--- src/hdl/plsr_cfg.svh ---
/*
 * Constants for the link-side status and receive framer: codes, field positions, counts.
 * Assumes inclusion by plsr_link.sv and the verification files; plsr_pkg.sv does not include it.
 */
`ifndef PLSR_CFG_SVH
`define PLSR_CFG_SVH
`define PLSR_CTL_IDLE 2'h0
`define PLSR_CTL_STATUS 2'h1
`define PLSR_CTL_RECV 2'h2
`define PLSR_CTL_GRANT 2'h3
`define PLSR_DATA_ON 8'hFF
`define PLSR_SPD_S100 8'h00
`define PLSR_SPD_S200 8'h40
`define PLSR_SPD_S400 8'h50
`define PLSR_FLAG_CYCLES 4'h2
`define PLSR_REG_CYCLES 4'h8
`define PLSR_BIT_ARB_GAP 0
`define PLSR_BIT_SUB_GAP 1
`define PLSR_BIT_BUS_RESET 2
`define PLSR_BIT_INTERRUPT 3
`define PLSR_PHYID_ADDR 4'h0
`define PLSR_FIFO_DEPTH 8
`endif

--- src/hdl/plsr_pkg.sv ---
/*
 * Types for the link-side status and receive framer.
 * Assumes plsr_cfg.svh is available on the include path.
 */
package plsr_pkg;
   typedef logic [1:0] plsr_speed_type; // 0 = 100, 1 = 200, 2 = 400 class
   typedef enum logic [2:0] {
      PLSR_IDLE = 3'h0,
      PLSR_STAT = 3'h1,
      PLSR_RX_ON = 3'h3,
      PLSR_RX_SPD = 3'h2,
      PLSR_RX_DATA = 3'h6,
      PLSR_GRANT = 3'h7
   } plsr_state_type;
endpackage

--- src/hdl/plsr_link.sv ---
/*
 * Device end of the parallel interface toward the link controller: status transfers
 * and forwarding of received packets through an 8-entry FIFO.
 * Assumes the serial-bus core supplies prefix/null pulses and a byte stream whose
 * source, once a packet's speed code is out, delivers a byte every cycle.
 */
`include "plsr_cfg.svh"

module plsr_fifo #(
   parameter int WIDTH = 9,
   parameter int DEPTH = 8
) (
   input wire logic core_clk, // Clock
   input wire logic rst_n, // Async reset
   input wire logic [WIDTH-1:0] in_data, // Write word
   input wire logic in_valid, // Write request
   output logic in_ready, // Room available
   output logic [WIDTH-1:0] out_data, // Head word
   output logic out_valid, // Head present
   input wire logic out_ready // Pop
);
   localparam int AW = $clog2(DEPTH);
   logic [WIDTH-1:0] mem [DEPTH];
   logic [AW-1:0] wr_reg, rd_reg;
   logic [AW:0] cnt_reg, cnt_next;
   wire push = in_valid & in_ready;
   wire pop = out_valid & out_ready;
   assign cnt_next = cnt_reg + {{AW{1'b0}}, push} - {{AW{1'b0}}, pop};
   assign out_data = mem[rd_reg];
   always_ff @(posedge core_clk) begin
      if (push) mem[wr_reg] <= in_data;
   end
   // Flags are flops so the source sees a clean ready
   always_ff @(posedge core_clk or negedge rst_n) begin
      if (!rst_n) begin
         wr_reg <= '0;
         rd_reg <= '0;
         cnt_reg <= '0;
         in_ready <= 1'b0;
         out_valid <= 1'b0;
      end else begin
         wr_reg <= push ? ((wr_reg == AW'(DEPTH - 1)) ? '0 : wr_reg + 1'b1) : wr_reg;
         rd_reg <= pop ? ((rd_reg == AW'(DEPTH - 1)) ? '0 : rd_reg + 1'b1) : rd_reg;
         cnt_reg <= cnt_next;
         in_ready <= cnt_next != (AW + 1)'(DEPTH);
         out_valid <= cnt_next != '0;
      end
   end
endmodule // plsr_fifo

module plsr_link #(
   parameter int FIFO_DEPTH = `PLSR_FIFO_DEPTH
) (
   input wire logic core_clk, // 200 MHz interface clock
   input wire logic rst_n, // Async reset
   input wire logic rx_prefix, // Data-prefix seen, pulse
   input wire plsr_pkg::plsr_speed_type rx_speed, // Speed class with rx_prefix
   input wire logic rx_null, // Data-end with no data, pulse
   input wire logic [7:0] rx_data, // Packet byte
   input wire logic rx_last, // Final byte of packet
   input wire logic rx_valid, // Byte offered
   output logic rx_ready, // FIFO room
   input wire logic ev_arb_gap, // Arbitration reset gap seen
   input wire logic ev_sub_gap, // Subaction gap seen
   input wire logic ev_bus_reset, // Bus reset entered
   input wire logic ev_cfg_timeout, // Configuration timeout
   input wire logic ev_pwr_low, // Cable power too low
   input wire logic ev_state_timeout, // State timeout
   input wire logic ev_port_change, // Port status change
   input wire logic rd_req, // Register read request, pulse
   input wire logic [3:0] rd_addr, // Register number
   input wire logic [7:0] rd_data, // Register contents
   input wire logic selfid_done, // Self-ID complete, pulse
   input wire logic [7:0] phy_id_data, // Node address register
   input wire logic reset_pending, // Bus reset about to start
   output logic [1:0] control_pair_o, // Control pair drive
   output logic control_pair_oe, // Control pair enable
   output logic [7:0] data_o, // Data lines drive
   output logic data_oe, // Data lines enable
   output logic req_clear // Fair/priority request cleared
);
   import plsr_pkg::*;

   plsr_state_type st_reg, st_next;
   logic [3:0] flag_reg, flag_set, snap_reg;
   logic [15:0] shift_reg;
   logic [3:0] cnt_reg;
   logic with_reg, reg_pend, rx_pend, null_pend, last_out;
   logic [3:0] reg_addr;
   logic [7:0] reg_data;
   logic [7:0] spd_reg;
   logic [3:0] last_cnt;
   logic [8:0] head;
   logic head_valid;

   // Flag set wins over the clear at transfer start
   assign flag_set[`PLSR_BIT_ARB_GAP] = ev_arb_gap;
   assign flag_set[`PLSR_BIT_SUB_GAP] = ev_sub_gap;
   assign flag_set[`PLSR_BIT_BUS_RESET] = ev_bus_reset;
   assign flag_set[`PLSR_BIT_INTERRUPT] = ev_cfg_timeout | ev_pwr_low | ev_state_timeout
      | ev_port_change;

   wire stat_want = (flag_reg != 4'h0) | reg_pend;
   wire start_stat = (st_reg == PLSR_IDLE) & ~rx_pend & ~rx_prefix & stat_want;
   wire rx_go = rx_pend | rx_prefix;
   wire in_stat = st_reg == PLSR_STAT;
   wire stat_len_end = cnt_reg == (with_reg ? `PLSR_REG_CYCLES : `PLSR_FLAG_CYCLES) - 4'h1;
   wire abandon = in_stat & rx_go;
   wire stat_done = in_stat & ~rx_go & stat_len_end;
   wire reg_done = stat_done & with_reg;
   wire data_ready = last_cnt != 4'h0 | ~rx_ready;
   wire pop = head_valid & ((st_reg == PLSR_RX_SPD) | (st_reg == PLSR_RX_DATA & ~last_out));
   wire push = rx_valid & rx_ready;
   wire [3:0] restore = (abandon && cnt_reg == 4'h0) ? (snap_reg & 4'hC) : 4'h0;
   wire [7:0] spd_code = (rx_speed == 2'h2) ? `PLSR_SPD_S400 :
      (rx_speed == 2'h1) ? `PLSR_SPD_S200 : `PLSR_SPD_S100;

   plsr_fifo #(.WIDTH(9), .DEPTH(FIFO_DEPTH)) u_fifo (
      .core_clk(core_clk),
      .rst_n(rst_n),
      .in_data({rx_last, rx_data}),
      .in_valid(rx_valid),
      .in_ready(rx_ready),
      .out_data(head),
      .out_valid(head_valid),
      .out_ready(pop)
   );

   always_comb begin
      st_next = st_reg;
      unique case (st_reg)
         PLSR_IDLE: begin
            if (rx_go) st_next = PLSR_RX_ON;
            else if (start_stat) st_next = PLSR_STAT;
         end
         PLSR_STAT: begin
            if (rx_go) st_next = PLSR_RX_ON;
            else if (stat_len_end) st_next = reset_pending ? PLSR_GRANT : PLSR_IDLE;
         end
         PLSR_RX_ON: begin
            if (null_pend) st_next = PLSR_IDLE;
            else if (data_ready) st_next = PLSR_RX_SPD;
         end
         PLSR_RX_SPD: st_next = PLSR_RX_DATA;
         PLSR_RX_DATA: begin
            if (last_out) st_next = PLSR_IDLE;
         end
         PLSR_GRANT: st_next = PLSR_IDLE;
      endcase
   end

   wire [1:0] ctl_next = (st_next == PLSR_STAT) ? `PLSR_CTL_STATUS :
      (st_next == PLSR_GRANT) ? `PLSR_CTL_GRANT :
      (st_next == PLSR_IDLE) ? `PLSR_CTL_IDLE : `PLSR_CTL_RECV;
   wire [15:0] pkt = {reg_pend ? reg_data : 8'h00, reg_pend ? reg_addr : 4'h0,
      flag_reg};
   wire [7:0] d_next = (st_next == PLSR_STAT) ?
      {6'h00, start_stat ? pkt[1:0] : shift_reg[3:2]} :
      (st_next == PLSR_RX_ON) ? `PLSR_DATA_ON :
      (st_next == PLSR_RX_SPD) ? spd_reg :
      (st_next == PLSR_RX_DATA) ? (pop ? head[7:0] : data_o) : 8'h00;

   genvar gi;
   generate
      for (gi = 0; gi < 4; gi++) begin : g_flag
         always_ff @(posedge core_clk or negedge rst_n) begin
            if (!rst_n) flag_reg[gi] <= 1'b0;
            else if (flag_set[gi] | restore[gi]) flag_reg[gi] <= 1'b1;
            else if (start_stat) flag_reg[gi] <= 1'b0;
         end
      end
   endgenerate

   always_ff @(posedge core_clk or negedge rst_n) begin
      if (!rst_n) begin
         st_reg <= PLSR_IDLE;
         control_pair_o <= `PLSR_CTL_IDLE;
         data_o <= 8'h00;
         control_pair_oe <= 1'b0;
         data_oe <= 1'b0;
         req_clear <= 1'b0;
      end else begin
         st_reg <= st_next;
         control_pair_o <= ctl_next;
         data_o <= d_next;
         control_pair_oe <= 1'b1;
         data_oe <= 1'b1;
         req_clear <= (ctl_next == `PLSR_CTL_RECV) && (control_pair_o != `PLSR_CTL_RECV);
      end
   end

   always_ff @(posedge core_clk or negedge rst_n) begin
      if (!rst_n) begin
         shift_reg <= 16'h0000;
         snap_reg <= 4'h0;
         cnt_reg <= 4'h0;
         with_reg <= 1'b0;
      end else if (start_stat) begin
         shift_reg <= pkt;
         snap_reg <= flag_reg;
         cnt_reg <= 4'h0;
         with_reg <= reg_pend;
      end else if (in_stat) begin
         shift_reg <= {2'h0, shift_reg[15:2]};
         cnt_reg <= cnt_reg + 4'h1;
      end
   end

   // Read requests are ignored while one is still undelivered
   always_ff @(posedge core_clk or negedge rst_n) begin
      if (!rst_n) begin
         reg_pend <= 1'b0;
         reg_addr <= 4'h0;
         reg_data <= 8'h00;
      end else if (reg_done) begin
         reg_pend <= 1'b0;
      end else if (!reg_pend && selfid_done) begin
         reg_pend <= 1'b1;
         reg_addr <= `PLSR_PHYID_ADDR;
         reg_data <= phy_id_data;
      end else if (!reg_pend && rd_req) begin
         reg_pend <= 1'b1;
         reg_addr <= rd_addr;
         reg_data <= rd_data;
      end
   end

   always_ff @(posedge core_clk or negedge rst_n) begin
      if (!rst_n) begin
         rx_pend <= 1'b0;
         null_pend <= 1'b0;
         spd_reg <= `PLSR_SPD_S100;
         last_out <= 1'b0;
         last_cnt <= 4'h0;
      end else begin
         rx_pend <= rx_prefix & (st_next != PLSR_RX_ON);
         if (rx_prefix) spd_reg <= spd_code;
         if (st_reg == PLSR_RX_ON && null_pend) null_pend <= rx_null;
         else if (rx_null) null_pend <= 1'b1;
         if (st_next != PLSR_RX_DATA) last_out <= 1'b0;
         else if (pop) last_out <= head[8];
         last_cnt <= last_cnt + {3'h0, push & rx_last} - {3'h0, pop & head[8]};
      end
   end

   // Checks on the interface and on the internal state that drives it
   logic [3:0] stat_run;
   always_ff @(posedge core_clk or negedge rst_n) begin
      if (!rst_n) stat_run <= 4'h0;
      else if (control_pair_o == `PLSR_CTL_STATUS) stat_run <= stat_run + 4'h1;
      else stat_run <= 4'h0;
   end

   // Speed is the first non-data-on byte of a run; later FF bytes are plain data
   logic spd_gone;
   always_ff @(posedge core_clk or negedge rst_n) begin
      if (!rst_n) spd_gone <= 1'b0;
      else spd_gone <= (control_pair_o == `PLSR_CTL_RECV)
         & (spd_gone | (data_o != `PLSR_DATA_ON));
   end
endmodule // plsr_link

--- config.mk ---
export PLATFORM = sky130hd
export DESIGN_NAME = plsr_link
export DESIGN_NICKNAME = d
export VERILOG_FILES = /design/src/hdl/plsr_pkg.sv /design/src/hdl/plsr_link.sv
export VERILOG_INCLUDE_DIRS = /design/src /design/src/hdl
export SDC_FILE = /design/constraint.sdc
export NUM_CORES = 1
export LEC_CHECK = 0
export BUFFER_PORTS_ARGS = -buffer_cell sky130_fd_sc_hd__buf_4
export CAP_MARGIN = 30
export CORE_MARGIN = 4
export CORE_UTILIZATION = 45
export DETAILED_ROUTE_END_ITERATION = 10
export GPL_ROUTABILITY_DRIVEN = 0
export PLACE_DENSITY = 0.65
export SKIP_CTS_REPAIR_TIMING = 1
export SLEW_MARGIN = 25
export SYNTH_ARGS = -nofsm -noshare
export SYNTH_HDL_FRONTEND = slang
export SYNTH_SLANG_ARGS = --single-unit
--- constraint.sdc ---
create_clock -name core_clk -period 2.93 [get_ports core_clk]
set_input_delay 0.4395 -clock core_clk [delete_from_list [all_inputs] [get_ports core_clk]]
set_output_delay 0.4395 -clock core_clk [all_outputs]
set_load 0.05 [all_outputs]
Word-level counts from Yosys, hierarchy flattened

Memories as Yosys holds them, arrays and structs flattened.
Cells that the tools add are included.

Register bits: 84
Bits in latches: 0
RAM bits: 72
ROM bits: 0
Input port bits: 46
Memories: 1

Add/sub/neg operators: 8
Multiply operators: 0
Div/mod/pow operators: 0
Magnitude comparators: 0
Equality and inequality tests: 21
Shifts and indexed selects: 0
Muxes and demuxes: 48
Bitwise gates (word level): 31
Reduce and logical (&&, ||, !) cells: 22

Memories:

| memory     | depth | width | read ports | clocked after memory_dff | wr ports | RTL line        | RTL |
|---|---|---|---|---|---|---|---|
| u_fifo.mem | 8     | 9     | 1          | 0                        | 1        | plsr_link.sv:23 | `logic [WIDTH-1:0] mem [DEPTH];` |

Operators with widths:

| cell                  | number |
|---|---|
| $mux W8               | 8 |
| $mux W16              | 2 |
| $mux W3               | 10 |
| $mux W4               | 7 |
| $eq A3 B3 Y1 const B  | 6 |
| $pmux W3 S6           | 1 |
| $reduce_bool A2 Y1    | 8 |
| $and A1 B1 Y1         | 14 |
| $mux W1               | 14 |
| $mux W7               | 2 |
| $eq A3 B2 Y1 const B  | 4 |
| $reduce_bool A4 Y1    | 3 |
| $or A1 B1 Y1          | 11 |
| $add A4 B1 Y4         | 2 |
| $mux W2               | 4 |
| $sub A4 B1 Y4         | 2 |
| $add A3 B1 Y3 const B | 2 |
| $eq A3 B1 Y1 const B  | 2 |
| $logic_not A3 Y1      | 2 |
| $not A1 Y1            | 6 |
| $logic_and A1 B1 Y1   | 5 |
| $ne A5 B5 Y1 const B  | 1 |
| $add A4 B1 Y4 const B | 1 |
| $eq A2 B2 Y1 const B  | 2 |
| 11 further kinds      | 11 |

Logic depth before layout (Yosys ltp)

Gate-level depths: netlist of run 1.

Depth after elaboration: 13
Gate-level depth with buffers: 12

Cells and area by module

Synthesis of run 1 repeated with hierarchy kept, for this count alone.

Cell total of the unflattened synthesis: 466
Area, all modules: 6,437.4 um^2

Modules (own cells, without submodules):

| module    | times used | cells an instance | area an instance (um^2) |
|---|---|---|---|
| plsr_fifo | 1          | 164               | 3,420.8 |
| plsr_link | 1          | 302               | 3,016.6 |

Least setup slack after synthesis of run 1

OpenSTA, ideal clock, no wires.

Kind: register -> register
Start point: register u_fifo.rd_reg[0]
End point: register last_cnt[2]
Library setup time: 0.123 ns
Arrival time: 2.874 ns
Required time: 2.807 ns
Setup slack: -0.067 ns
Stages on the path, launching flop included: 12
Clock period less this slack: 2.997 ns
Cell sequence: dfrtp_1 -> clkbuf_1 -> buf_2 -> mux4_2 -> mux2i_1 -> nor2_1 -> ha_1 -> inv_1 -> ha_1 -> inv_1 -> fa_1 -> xnor2_1

Word-level cells in the longest chain between the ends: 3

RTL lines:

| item                   | RTL line         | RTL |
|---|---|---|
| from (decl)            | plsr_link.sv:24  | `logic [AW-1:0] wr_reg, rd_reg;` |
| from (signal assigned) | plsr_link.sv:43  | `rd_reg <= pop ? ((rd_reg == AW'(DEPTH - 1)) ? '0 : rd_reg + 1'b1) : rd_reg;` |
| $mem_v2 Z8 W9          | --               |  |
| $and A1 B1 Y1          | plsr_link.sv:242 | `last_cnt <= last_cnt + {3'h0, push & rx_last} - {3'h0, pop & head[8]};` |
| $sub A4 B1 Y4          | plsr_link.sv:242 |  |
| to (signal assigned)   | plsr_link.sv:242 |  |
| to (decl)              | plsr_link.sv:92  | `logic [3:0] last_cnt;` |

Every way passes these cells.
A chain may end at the register's enable or synchronous reset.

Worst setup path after layout of run 1

Start point: register st_reg[0]
End point: register u_fifo.in_ready

Word-level cells in the longest chain between the ends: 7

RTL lines:

| item                   | RTL line         | RTL |
|---|---|---|
| from (decl)            | plsr_link.sv:84  | `plsr_state_type st_reg, st_next;` |
| from (signal assigned) | plsr_link.sv:183 | `st_reg <= st_next;` |
| $eq A3 B3 Y1           | plsr_link.sv:112 | `wire pop = head_valid & ((st_reg == PLSR_RX_SPD) \| (st_reg == PLSR_RX_DATA & ~last_out));` |
| $and A1 B1 Y1          | plsr_link.sv:112 |  |
| $or A1 B1 Y1 *         | plsr_link.sv:112 |  |
| $and A1 B1 Y1 *        | plsr_link.sv:112 |  |
| $and A1 B1 Y1 *        | plsr_link.sv:27  | `wire pop = out_valid & out_ready;` |
| net u_fifo.pop         | plsr_link.sv:27  |  |
| $sub A4 B1 Y4 *        | plsr_link.sv:28  | `assign cnt_next = cnt_reg + {{AW{1'b0}}, push} - {{AW{1'b0}}, pop};` |
| net u_fifo.cnt_next[1] | plsr_link.sv:25  | `logic [AW:0] cnt_reg, cnt_next;` |
| $ne A4 B4 Y1 *         | plsr_link.sv:45  | `in_ready <= cnt_next != (AW + 1)'(DEPTH);` |
| to (signal assigned)   | plsr_link.sv:45  |  |
| to (decl)              | plsr_link.sv:17  | `output logic in_ready,` |

The timed path passes the listed nets; every way through them passes the cells marked *.

==> key figures, run 1 <==
Routing
  – Uppermost layer routed: met4
  – DRC Markers: 0
  – Total wire length: 12.9 mm
  – Routed Antenna Nets: 0
  – Starting DRT DRC Count: 388
  – WL met1: 5.70 mm
  – Met2 wire length: 6.46 mm
  – Via count: 3947
  – Metal3 WL: 495 um
  – Pre-Repair DR Iteration Count: 4
  – DR WL/cell: 17.6 um
  – Via/cell ratio: 5.38

Synth
  – Syn Std Cell Area: 6290 um2
  – FF+latch count, synth: 146
  – Syn Nets: 534
  – Cell variety after synth: 56
  – Mean Syn Cell Area: 13.4 um2
  – Main synth FF type: dfrtp_1
  – Synth area leader: edfxtp_1
  – Post-Synthesis Cells: 470
  – Area share of the largest cell type after synthesis: 0.344
  – Yosys warnings: 0
  – Ys async rst share: 0.507
  – Post-synth EDFFs: 72
  – Synth top area cells: edfxtp_1 34%, dfrtp_1 29%, mux4_2 6.4%
  – Sequential share of the synthesized area: 0.639

Clock network
  – Max clock buf depth: 2
  – Number of H-tree levels: 4
  – Clock slew at reported path FFs: 0.06 ns
  – Worst-Skew Late Latency: 0.42 ns
  – CTS tree: done
  – Clock Tree Root: clkbuf_16
  – Total CTS buffers: 17
  – Clock tree sinks: 146

Global routing
  – Pin count of the biggest net entering global routing: 75
  – Total routing usage reported by global routing: 0.172
  – First-pass GRT wire length: 21.3 mm
  – Grt ovf: 0
  – Vias in the first global route: 4120
  – Initial antenna violation count: 0

Min path
  – Worst hold path class: input port to async pin

Critical path
  – CP max FO: 7
  – CP endpoint kind: flip-flop
  – Startpoint types: flip-flop
  – Crit path kind: flip-flop to flip-flop
  – Worst Path Arrival: 3.04 ns
  – Req. time, crit path: 3.22 ns

Final layout
  – Storage cell area: 4010 um2
  – Area Growth Syn to Fin: 21.4%
  – Multi-input gate area: 2090 um2
  – Share of post-route cells with drive strength above 1: 0.272
  – Fillers: 1107
  – Largest register FFs: 72
  – Commonest cells after routing, fill and taps aside: 75 x buf_4, 74 x dfrtp_1, 72 x edfxtp_1, 54 x nand2_1, 35 x nor2_1
  – Most common cell after layout, fill and taps aside: buf_4
  – Ant. Diodes: 0
  – Non-filler cells, final: 734
  – Nets: 609

STA
  – Final setup vio count: 0
  – Peak Freq: 364 MHz
  – Hold Violations, Final: 0
  – Tmin final: 2.75 ns
  – Worst Skew: 0.00790 ns
  – Slew Limit Headroom: 0.484
  – Slew Limit Fails: 0
  – Period utilization: 0.938
  – Worst slew pin tran: 0.755 ns
  – Final hold slack: 0.0302 ns
  – Setup ws final: 0.180 ns

Power
  – Total design power: 0.00812 W
  – Maximum vdd ir drop: 801 uV
  – P_leak: 3.08 nW
  – Power Dens Cells: 1060 nW/um2

Run
  – MaxCap Viol Count: 0

Placed design
  – Placed cells: 702
  – Place WS: 0.187 ns
  – IO Port Bufs: 59
  – HPWL Detailed: 8.60 mm

Die
  – Die Span Y: 126 um
  – Core area: 13500 um2
  – Cell Rows: 42
  – Die width: 126 um
  – Die area: 15900 um2
  – Starting Density: 0.467
  – Top Ports: 60

Status
  – Status: finished, final reports clean
==> per-stage QoR <==
| stage | cell area (um2) | utilization | TNS [ns] |
|---|---|---|---|
| finish | 7630 | 0.567 | 0 |
| global route | 7630 | 0.567 | -0.0529 |
| floorplan | 6290 | - | 0 |
| CTS | 7620 | 0.566 | 0 |
| detailed placement | 6990 | 0.519 | 0 |
| global placement | 6990 | 0.519 | 0 |
==> path summary, 6_finish.rpt <==
path / slack (ns) / endpoint / cells past startpoint / startpoint
worst max-delay path: 0.18 / u_fifo.in_ready / 12 / st_reg[0]
worst min-delay path: 0.03 / data_oe / 1 / rst_n
worst max register to register: 0.18 / u_fifo.in_ready / 12 / st_reg[0]
worst min register to register: 0.46 / req_clear / 1 / control_pair_o[1]
max in group asynchronous: 2.42 / shift_reg[5] / 1 / rst_n
min in group core_clk: 0.19 / flag_reg[1] / 2 / ev_sub_gap
==> logic make-up after synthesis <==
logic type	synth area share
xor+xnor	0.00975
fa+ha+maj	0.0382
mux	0.0884
compound gates	0.0928
buf+inv	0.0326
simple gates	0.0991
flops	0.639
other cells	0.000597
==> cell usage after synthesis (4+ instances only) <==
master	number
nor3b_1	4
buf_2	5
nand2_1	54
o22a_1	4
clkbuf_1	9
o21ai_0	20
a31oi_1	8
a21o_1	8
xnor2_1	4
nor3_1	9
or3_1	4
dfrtp_1	74
o31ai_1	4
nor2_1	35
a21oi_2	9
a21oi_1	14
ha_1	16
nand2b_1	4
mux2i_1	6
inv_1	26
mux4_2	18
mux2_2	8
nand3_1	5
and3_1	4
edfxtp_1	72
==> per-layer routing <==
layer  vias up  track usage
met5         -            0
met3        18       0.0559
met4         0       0.0562
met2        65        0.271
met1      2013        0.226
li1       1851            -
==> layout make-up <==
type                    count  area share
clock buffers              18      0.0563
clock inverters            14      0.0267
inverters                  26      0.0128
multi-input cells         278       0.274
flip-flops and latches    146       0.526
well taps                 176      0.0289
repair buffers             76      0.0753
==> where the power goes <==
part	switching, W	leakage, nW	internal (W)	total [W]
clock	0.000854	0.303	0.00144	0.00229
sequential	0.000342	1.51	0.00273	0.00307
combinational	0.00153	1.27	0.00123	0.00276
total	0.00273	3.08	0.00539	0.00812
==> critical path, cell delays in order (launching register included) <==
cell and delay, ns:
dfrtp_1 0.44, nor2b_1 0.21, and2_1 0.26, nand2_1 0.18, inv_1 0.15, ha_1 0.24, inv_1 0.06, ha_1 0.17
inv_1 0.07, fa_1 0.49, inv_1 0.06, nor3_2 0.21, nand2_1 0.07
Note: power is estimated with default switching activity, not from simulation.
==> run 2, diff against run 1 <==
Settings changed: ABC_CLOCK_PERIOD_IN_PS from default to 2930, MAX_ROUTING_LAYER from default to met4.
==> key figures, run 2 (same netlist as run 1, synthesis figures left out) <==
Die
  – Top Ports: 60
  – Die Span Y: 126 um
  – Cell Rows: 42
  – Die area: 15900 um2
  – Die width: 126 um
  – Core area: 13500 um2
  – Starting Density: 0.467

Routing
  – DRC Markers: 0
  – Starting DRT DRC Count: 420
  – Via count: 3942
  – Routed Antenna Nets: 0
  – Via/cell ratio: 5.37
  – Pre-Repair DR Iteration Count: 4
  – DR WL/cell: 17.5 um
  – Total wire length: 12.8 mm

Clock network
  – Max clock buf depth: 2
  – Total CTS buffers: 17
  – Clock slew at reported path FFs: 0.06 ns
  – Worst-Skew Late Latency: 0.42 ns
  – Clock Tree Root: clkbuf_16
  – Number of H-tree levels: 4
  – CTS tree: done
  – Clock tree sinks: 146

Power
  – Clock Power Share: 0.283
  – Switching power: 0.00272 W
  – Sw Ratio: 0.335
  – P_int: 0.00539 W
  – Combinational share of power: 0.339
  – Seq pwr share: 0.378
  – Power Dens Cells: 1060 nW/um2
  – Maximum vdd ir drop: 802 uV
  – P_leak: 3.08 nW

Final layout
  – Most common cell after layout, fill and taps aside: buf_4
  – Commonest cells after routing, fill and taps aside: 75 x buf_4, 74 x dfrtp_1, 72 x edfxtp_1, 54 x nand2_1, 35 x nor2_1
  – Final instance area: 7630 um2
  – Share of post-route cells with drive strength above 1: 0.272
  – Multi-input gate area: 2090 um2
  – Non-filler cells, final: 734
  – Fillers: 1107
  – Ant. Diodes: 0
  – Nets: 609
  – Storage cell area: 4010 um2
  – Area Growth Syn to Fin: 21.4%
  – Largest register FFs: 72

STA
  – Tmin final: 2.74 ns
  – Final hold slack: 0.0434 ns
  – Slew Limit Fails: 0
  – Slew Limit Headroom: 0.489
  – Final setup vio count: 0
  – Setup ws final: 0.190 ns
  – Hold Violations, Final: 0
  – Peak Freq: 365 MHz
  – Worst Skew: 0.00795 ns
  – Worst slew pin tran: 0.747 ns
  – Period utilization: 0.935

Critical path
  – Crit path kind: flip-flop to flip-flop
  – Crit path max-delay cell type: fa_1
  – Worst Path Arrival: 3.03 ns
  – Most common cell on crit path: inv_1
  – Bufs and invs on worst path: 4
  – Top delay family on crit path: simple AND/OR/NAND/NOR gates
  – CP max FO: 7
  – CP max stage delay: 0.49 ns
  – Req. time, crit path: 3.22 ns
  – CP endpoint kind: flip-flop
  – Worst-path cell chain: nor2b_1 -> and2_1 -> nand2_1 -> inv_1 -> ha_1 -> inv_1 -> ha_1 -> inv_1 -> fa_1 -> inv_1 -> nor3_2 -> nand2_1
  – Startpoint types: flip-flop

Placed design
  – Placed cells: 702
  – HPWL Detailed: 8.60 mm
  – Place WS: 0.187 ns
  – IO Port Bufs: 59
  – Dpl cell area: 6990 um2

Global routing
  – Pin count of the biggest net entering global routing: 75
  – Initial antenna violation count: 0
  – Total routing usage reported by global routing: 0.177
  – Grt ovf: 0
  – First-pass GRT wire length: 21.2 mm
  – Vias in the first global route: 4126

Run
  – MaxCap Viol Count: 0

Status
  – Status: finished, final reports clean

Min path
  – Worst hold path class: input port to async pin
[run 2: cell counts in the layout (fill, tap and decap cells not counted)]
Identical to the previous run, type by type.
[run 2: layout make-up]
type,count,area share
tap,176,0.0289
clock buffer,18,0.0563
inverter,26,0.0128
timing repair buffer,76,0.0753
clock inverter,14,0.0267
multi-input combinational,278,0.274
sequential,146,0.526
[run 2: path summary, 6_finish.rpt]
check | startpoint | to | slack [ns] | cells after the start
setup / recovery | st_reg[0] | u_fifo.in_ready | 0.19 | 12
hold / removal | rst_n | data_oe | 0.04 | 1
setup reg to reg | st_reg[0] | u_fifo.in_ready | 0.19 | 12
hold reg to reg | control_pair_o[1] | req_clear | 0.46 | 1
max in group asynchronous | rst_n | reg_addr[3] | 2.42 | 1
min in group core_clk | ev_sub_gap | flag_reg[1] | 0.19 | 2
[run 2: worst register-to-register path, delay by kind of cell, from the launching register on]
| family | cells | cell delay [ns] |
|---|---|---|
| simple gates | 5 | 0.94 |
| fa+ha+maj | 3 | 0.89 |
| flops | 1 | 0.44 |
| buf+inv | 4 | 0.32 |
[run 2: power groups by stage]
stage               clock network (W)  logic (W)  registers, W
floorplan                           0    0.00181       0.00324
global placement                    0    0.00266       0.00307
detailed placement                  0    0.00275       0.00310
CTS                           0.00233    0.00277       0.00307
global route                  0.00244    0.00310       0.00313
finish                        0.00230    0.00275       0.00307
[run 2: per-stage QoR]
stage | power [W] | TNS [ns] | util
after floorplan | 0.00505 | 0 | -
after global placement | 0.00573 | 0 | 0.519
after detailed placement | 0.00585 | 0 | 0.519
after CTS | 0.00817 | 0 | 0.566
after global routing | 0.00867 | -0.0531 | 0.567
final | 0.00811 | 0 | 0.567
[run 2: metal layers]
metal,vias up,GRT usage,wire (um),part of all wire
met1,1984,0.226,5430,0.42
met3,12,0.0597,694,0.054
met5,-,-,0,0
met4,0,0.0505,186,0.014
met2,95,0.271,6520,0.51
li1,1851,-,-,-
==> run 3, diff against run 2 <==
Settings changed: ABC_CLOCK_PERIOD_IN_PS 2930 to 3100, PLACE_DENSITY 0.65 to 0.62.
Clock period 2.93 ns to 3.1 ns, I/O delays scaled along.
==> key figures, run 3 (same netlist as run 1, synthesis figures left out) <==
Status
  – Status: finished, final reports clean

Routing
  – Pre-Repair DR Iteration Count: 4
  – Routed Antenna Nets: 0
  – DR WL/cell: 17.0 um
  – Starting DRT DRC Count: 312
  – DRC Markers: 0
  – Via/cell ratio: 5.32
  – Via count: 3898
  – Total wire length: 12.4 mm

Power
  – Power Dens Cells: 993 nW/um2
  – Maximum vdd ir drop: 626 uV
  – P_leak: 3.07 nW

Global routing
  – First-pass GRT wire length: 20.5 mm
  – Pin count of the biggest net entering global routing: 75
  – Initial antenna violation count: 0
  – Total routing usage reported by global routing: 0.172
  – Met2 usage: 0.259
  – Global Route met3 Usage: 0.0453
  – Vias in the first global route: 3923
  – Met1 usage: 0.223
  – Grt ovf: 0
  – GR peak layer: met2

STA
  – Slew Limit Fails: 0
  – Period utilization: 0.906
  – Tmin final: 2.81 ns
  – Peak Freq: 356 MHz
  – RSZ-0062 raised after global routing: false
  – Worst slew pin tran: 0.640 ns
  – Worst Skew: 0.00923 ns
  – Final setup vio count: 0
  – Hold Violations, Final: 0
  – Final hold slack: 0.0502 ns
  – Slew Limit Headroom: 0.562
  – Setup ws final: 0.292 ns
  – Setup tns final: 0 ns

Die
  – Top Ports: 60
  – Cell Rows: 42
  – Core area: 13500 um2
  – Die area: 15900 um2
  – Starting Density: 0.467
  – Die width: 126 um
  – Die Span Y: 126 um

Critical path
  – Req. time, crit path: 3.41 ns
  – Worst r2r src: st_reg[1]
  – R2r setup slk: 0.29 ns
  – Reg2reg path depth: 12
  – Crit path kind: flip-flop to flip-flop
  – Crit Reg-Reg Endpoint: u_fifo.out_valid
  – CP max FO: 8
  – Worst Path Arrival: 3.11 ns
  – CP endpoint kind: flip-flop
  – Startpoint types: flip-flop

Placed design
  – Placed cells: 701
  – Dpl cell area: 6980 um2
  – HPWL Detailed: 8.67 mm
  – Place WS: 0.323 ns
  – IO Port Bufs: 59

Final layout
  – Commonest cells after routing, fill and taps aside: 74 x dfrtp_1, 74 x buf_4, 72 x edfxtp_1, 54 x nand2_1, 35 x nor2_1
  – Area Growth Syn to Fin: 20.8%
  – Final instance area: 7590 um2
  – Share of post-route cells with drive strength above 1: 0.268
  – Nets: 608
  – Ant. Diodes: 0
  – Non-filler cells, final: 733
  – Largest register FFs: 72

Clock network
  – Worst-Skew Late Latency: 0.43 ns
  – Clock Tree Root: clkbuf_16
  – Clock tree sinks: 146
  – Max clock buf depth: 2
  – CTS tree: done
  – Number of H-tree levels: 4
  – Total CTS buffers: 17
  – Clock slew at reported path FFs: 0.06 ns

Min path
  – Worst hold path class: input port to async pin

Run
  – MaxCap Viol Count: 0
run 3: layer usage:
metal | share of wire | up-vias
li1 | - | 1864
met1 | 0.45 | 1941
met2 | 0.48 | 73
met3 | 0.044 | 20
met4 | 0.021 | 0
met5 | 0 | -
run 3: per-stage QoR:
stage,util,power [W]
6_report,0.564,0.00754
3_5_place_dp,0.519,0.00552
4_1_cts,0.564,0.00762
2_1_floorplan,-,0.00477
5_1_grt,0.564,0.00803
3_3_place_gp,0.519,0.00543
run 3: power by group:
| part | switching, W | internal (W) | leakage, nW |
|---|---|---|---|
| sequential | 0.000331 | 0.00258 | 1.51 |
| clock | 0.000809 | 0.00128 | 0.290 |
| combinational | 0.00139 | 0.00115 | 1.26 |
run 3: worst max-delay path by stage:
stage / start / to / slack [ns] / depth (start not counted)
finish: st_reg[1] / u_fifo.out_valid / 0.29 / 12
global route: st_reg[1] / u_fifo.out_valid / 0.04 / 12
CTS: st_reg[1] / u_fifo.out_valid / 0.31 / 12
detailed placement: st_reg[1] / u_fifo.out_valid / 0.32 / 12
global placement: st_reg[1] / u_fifo.in_ready / 0.44 / 12
floorplan: u_fifo.rd_reg[0] / last_cnt[2] / 0.10 / 11
run 3: area by class of cell:
type | instances | area, um2
fillers | 1118 | 5860
multi-input cells | 278 | 2080
repair buffers | 75 | 567
clock inverters | 13 | 178
well taps | 176 | 220
flip-flops and latches | 146 | 4010
inverters | 26 | 97.6
clock buffers | 19 | 433
run 3: worst max-delay path, stage by stage (launching register included):
cell	delay, ns
dfrtp_1	0.47
nor2b_1	0.24
and2_1	0.25
nand2_1	0.18
inv_1	0.15
ha_1	0.24
inv_1	0.06
ha_1	0.15
inv_1	0.06
fa_1	0.49
inv_1	0.05
nor3_1	0.26
nand2b_1	0.09
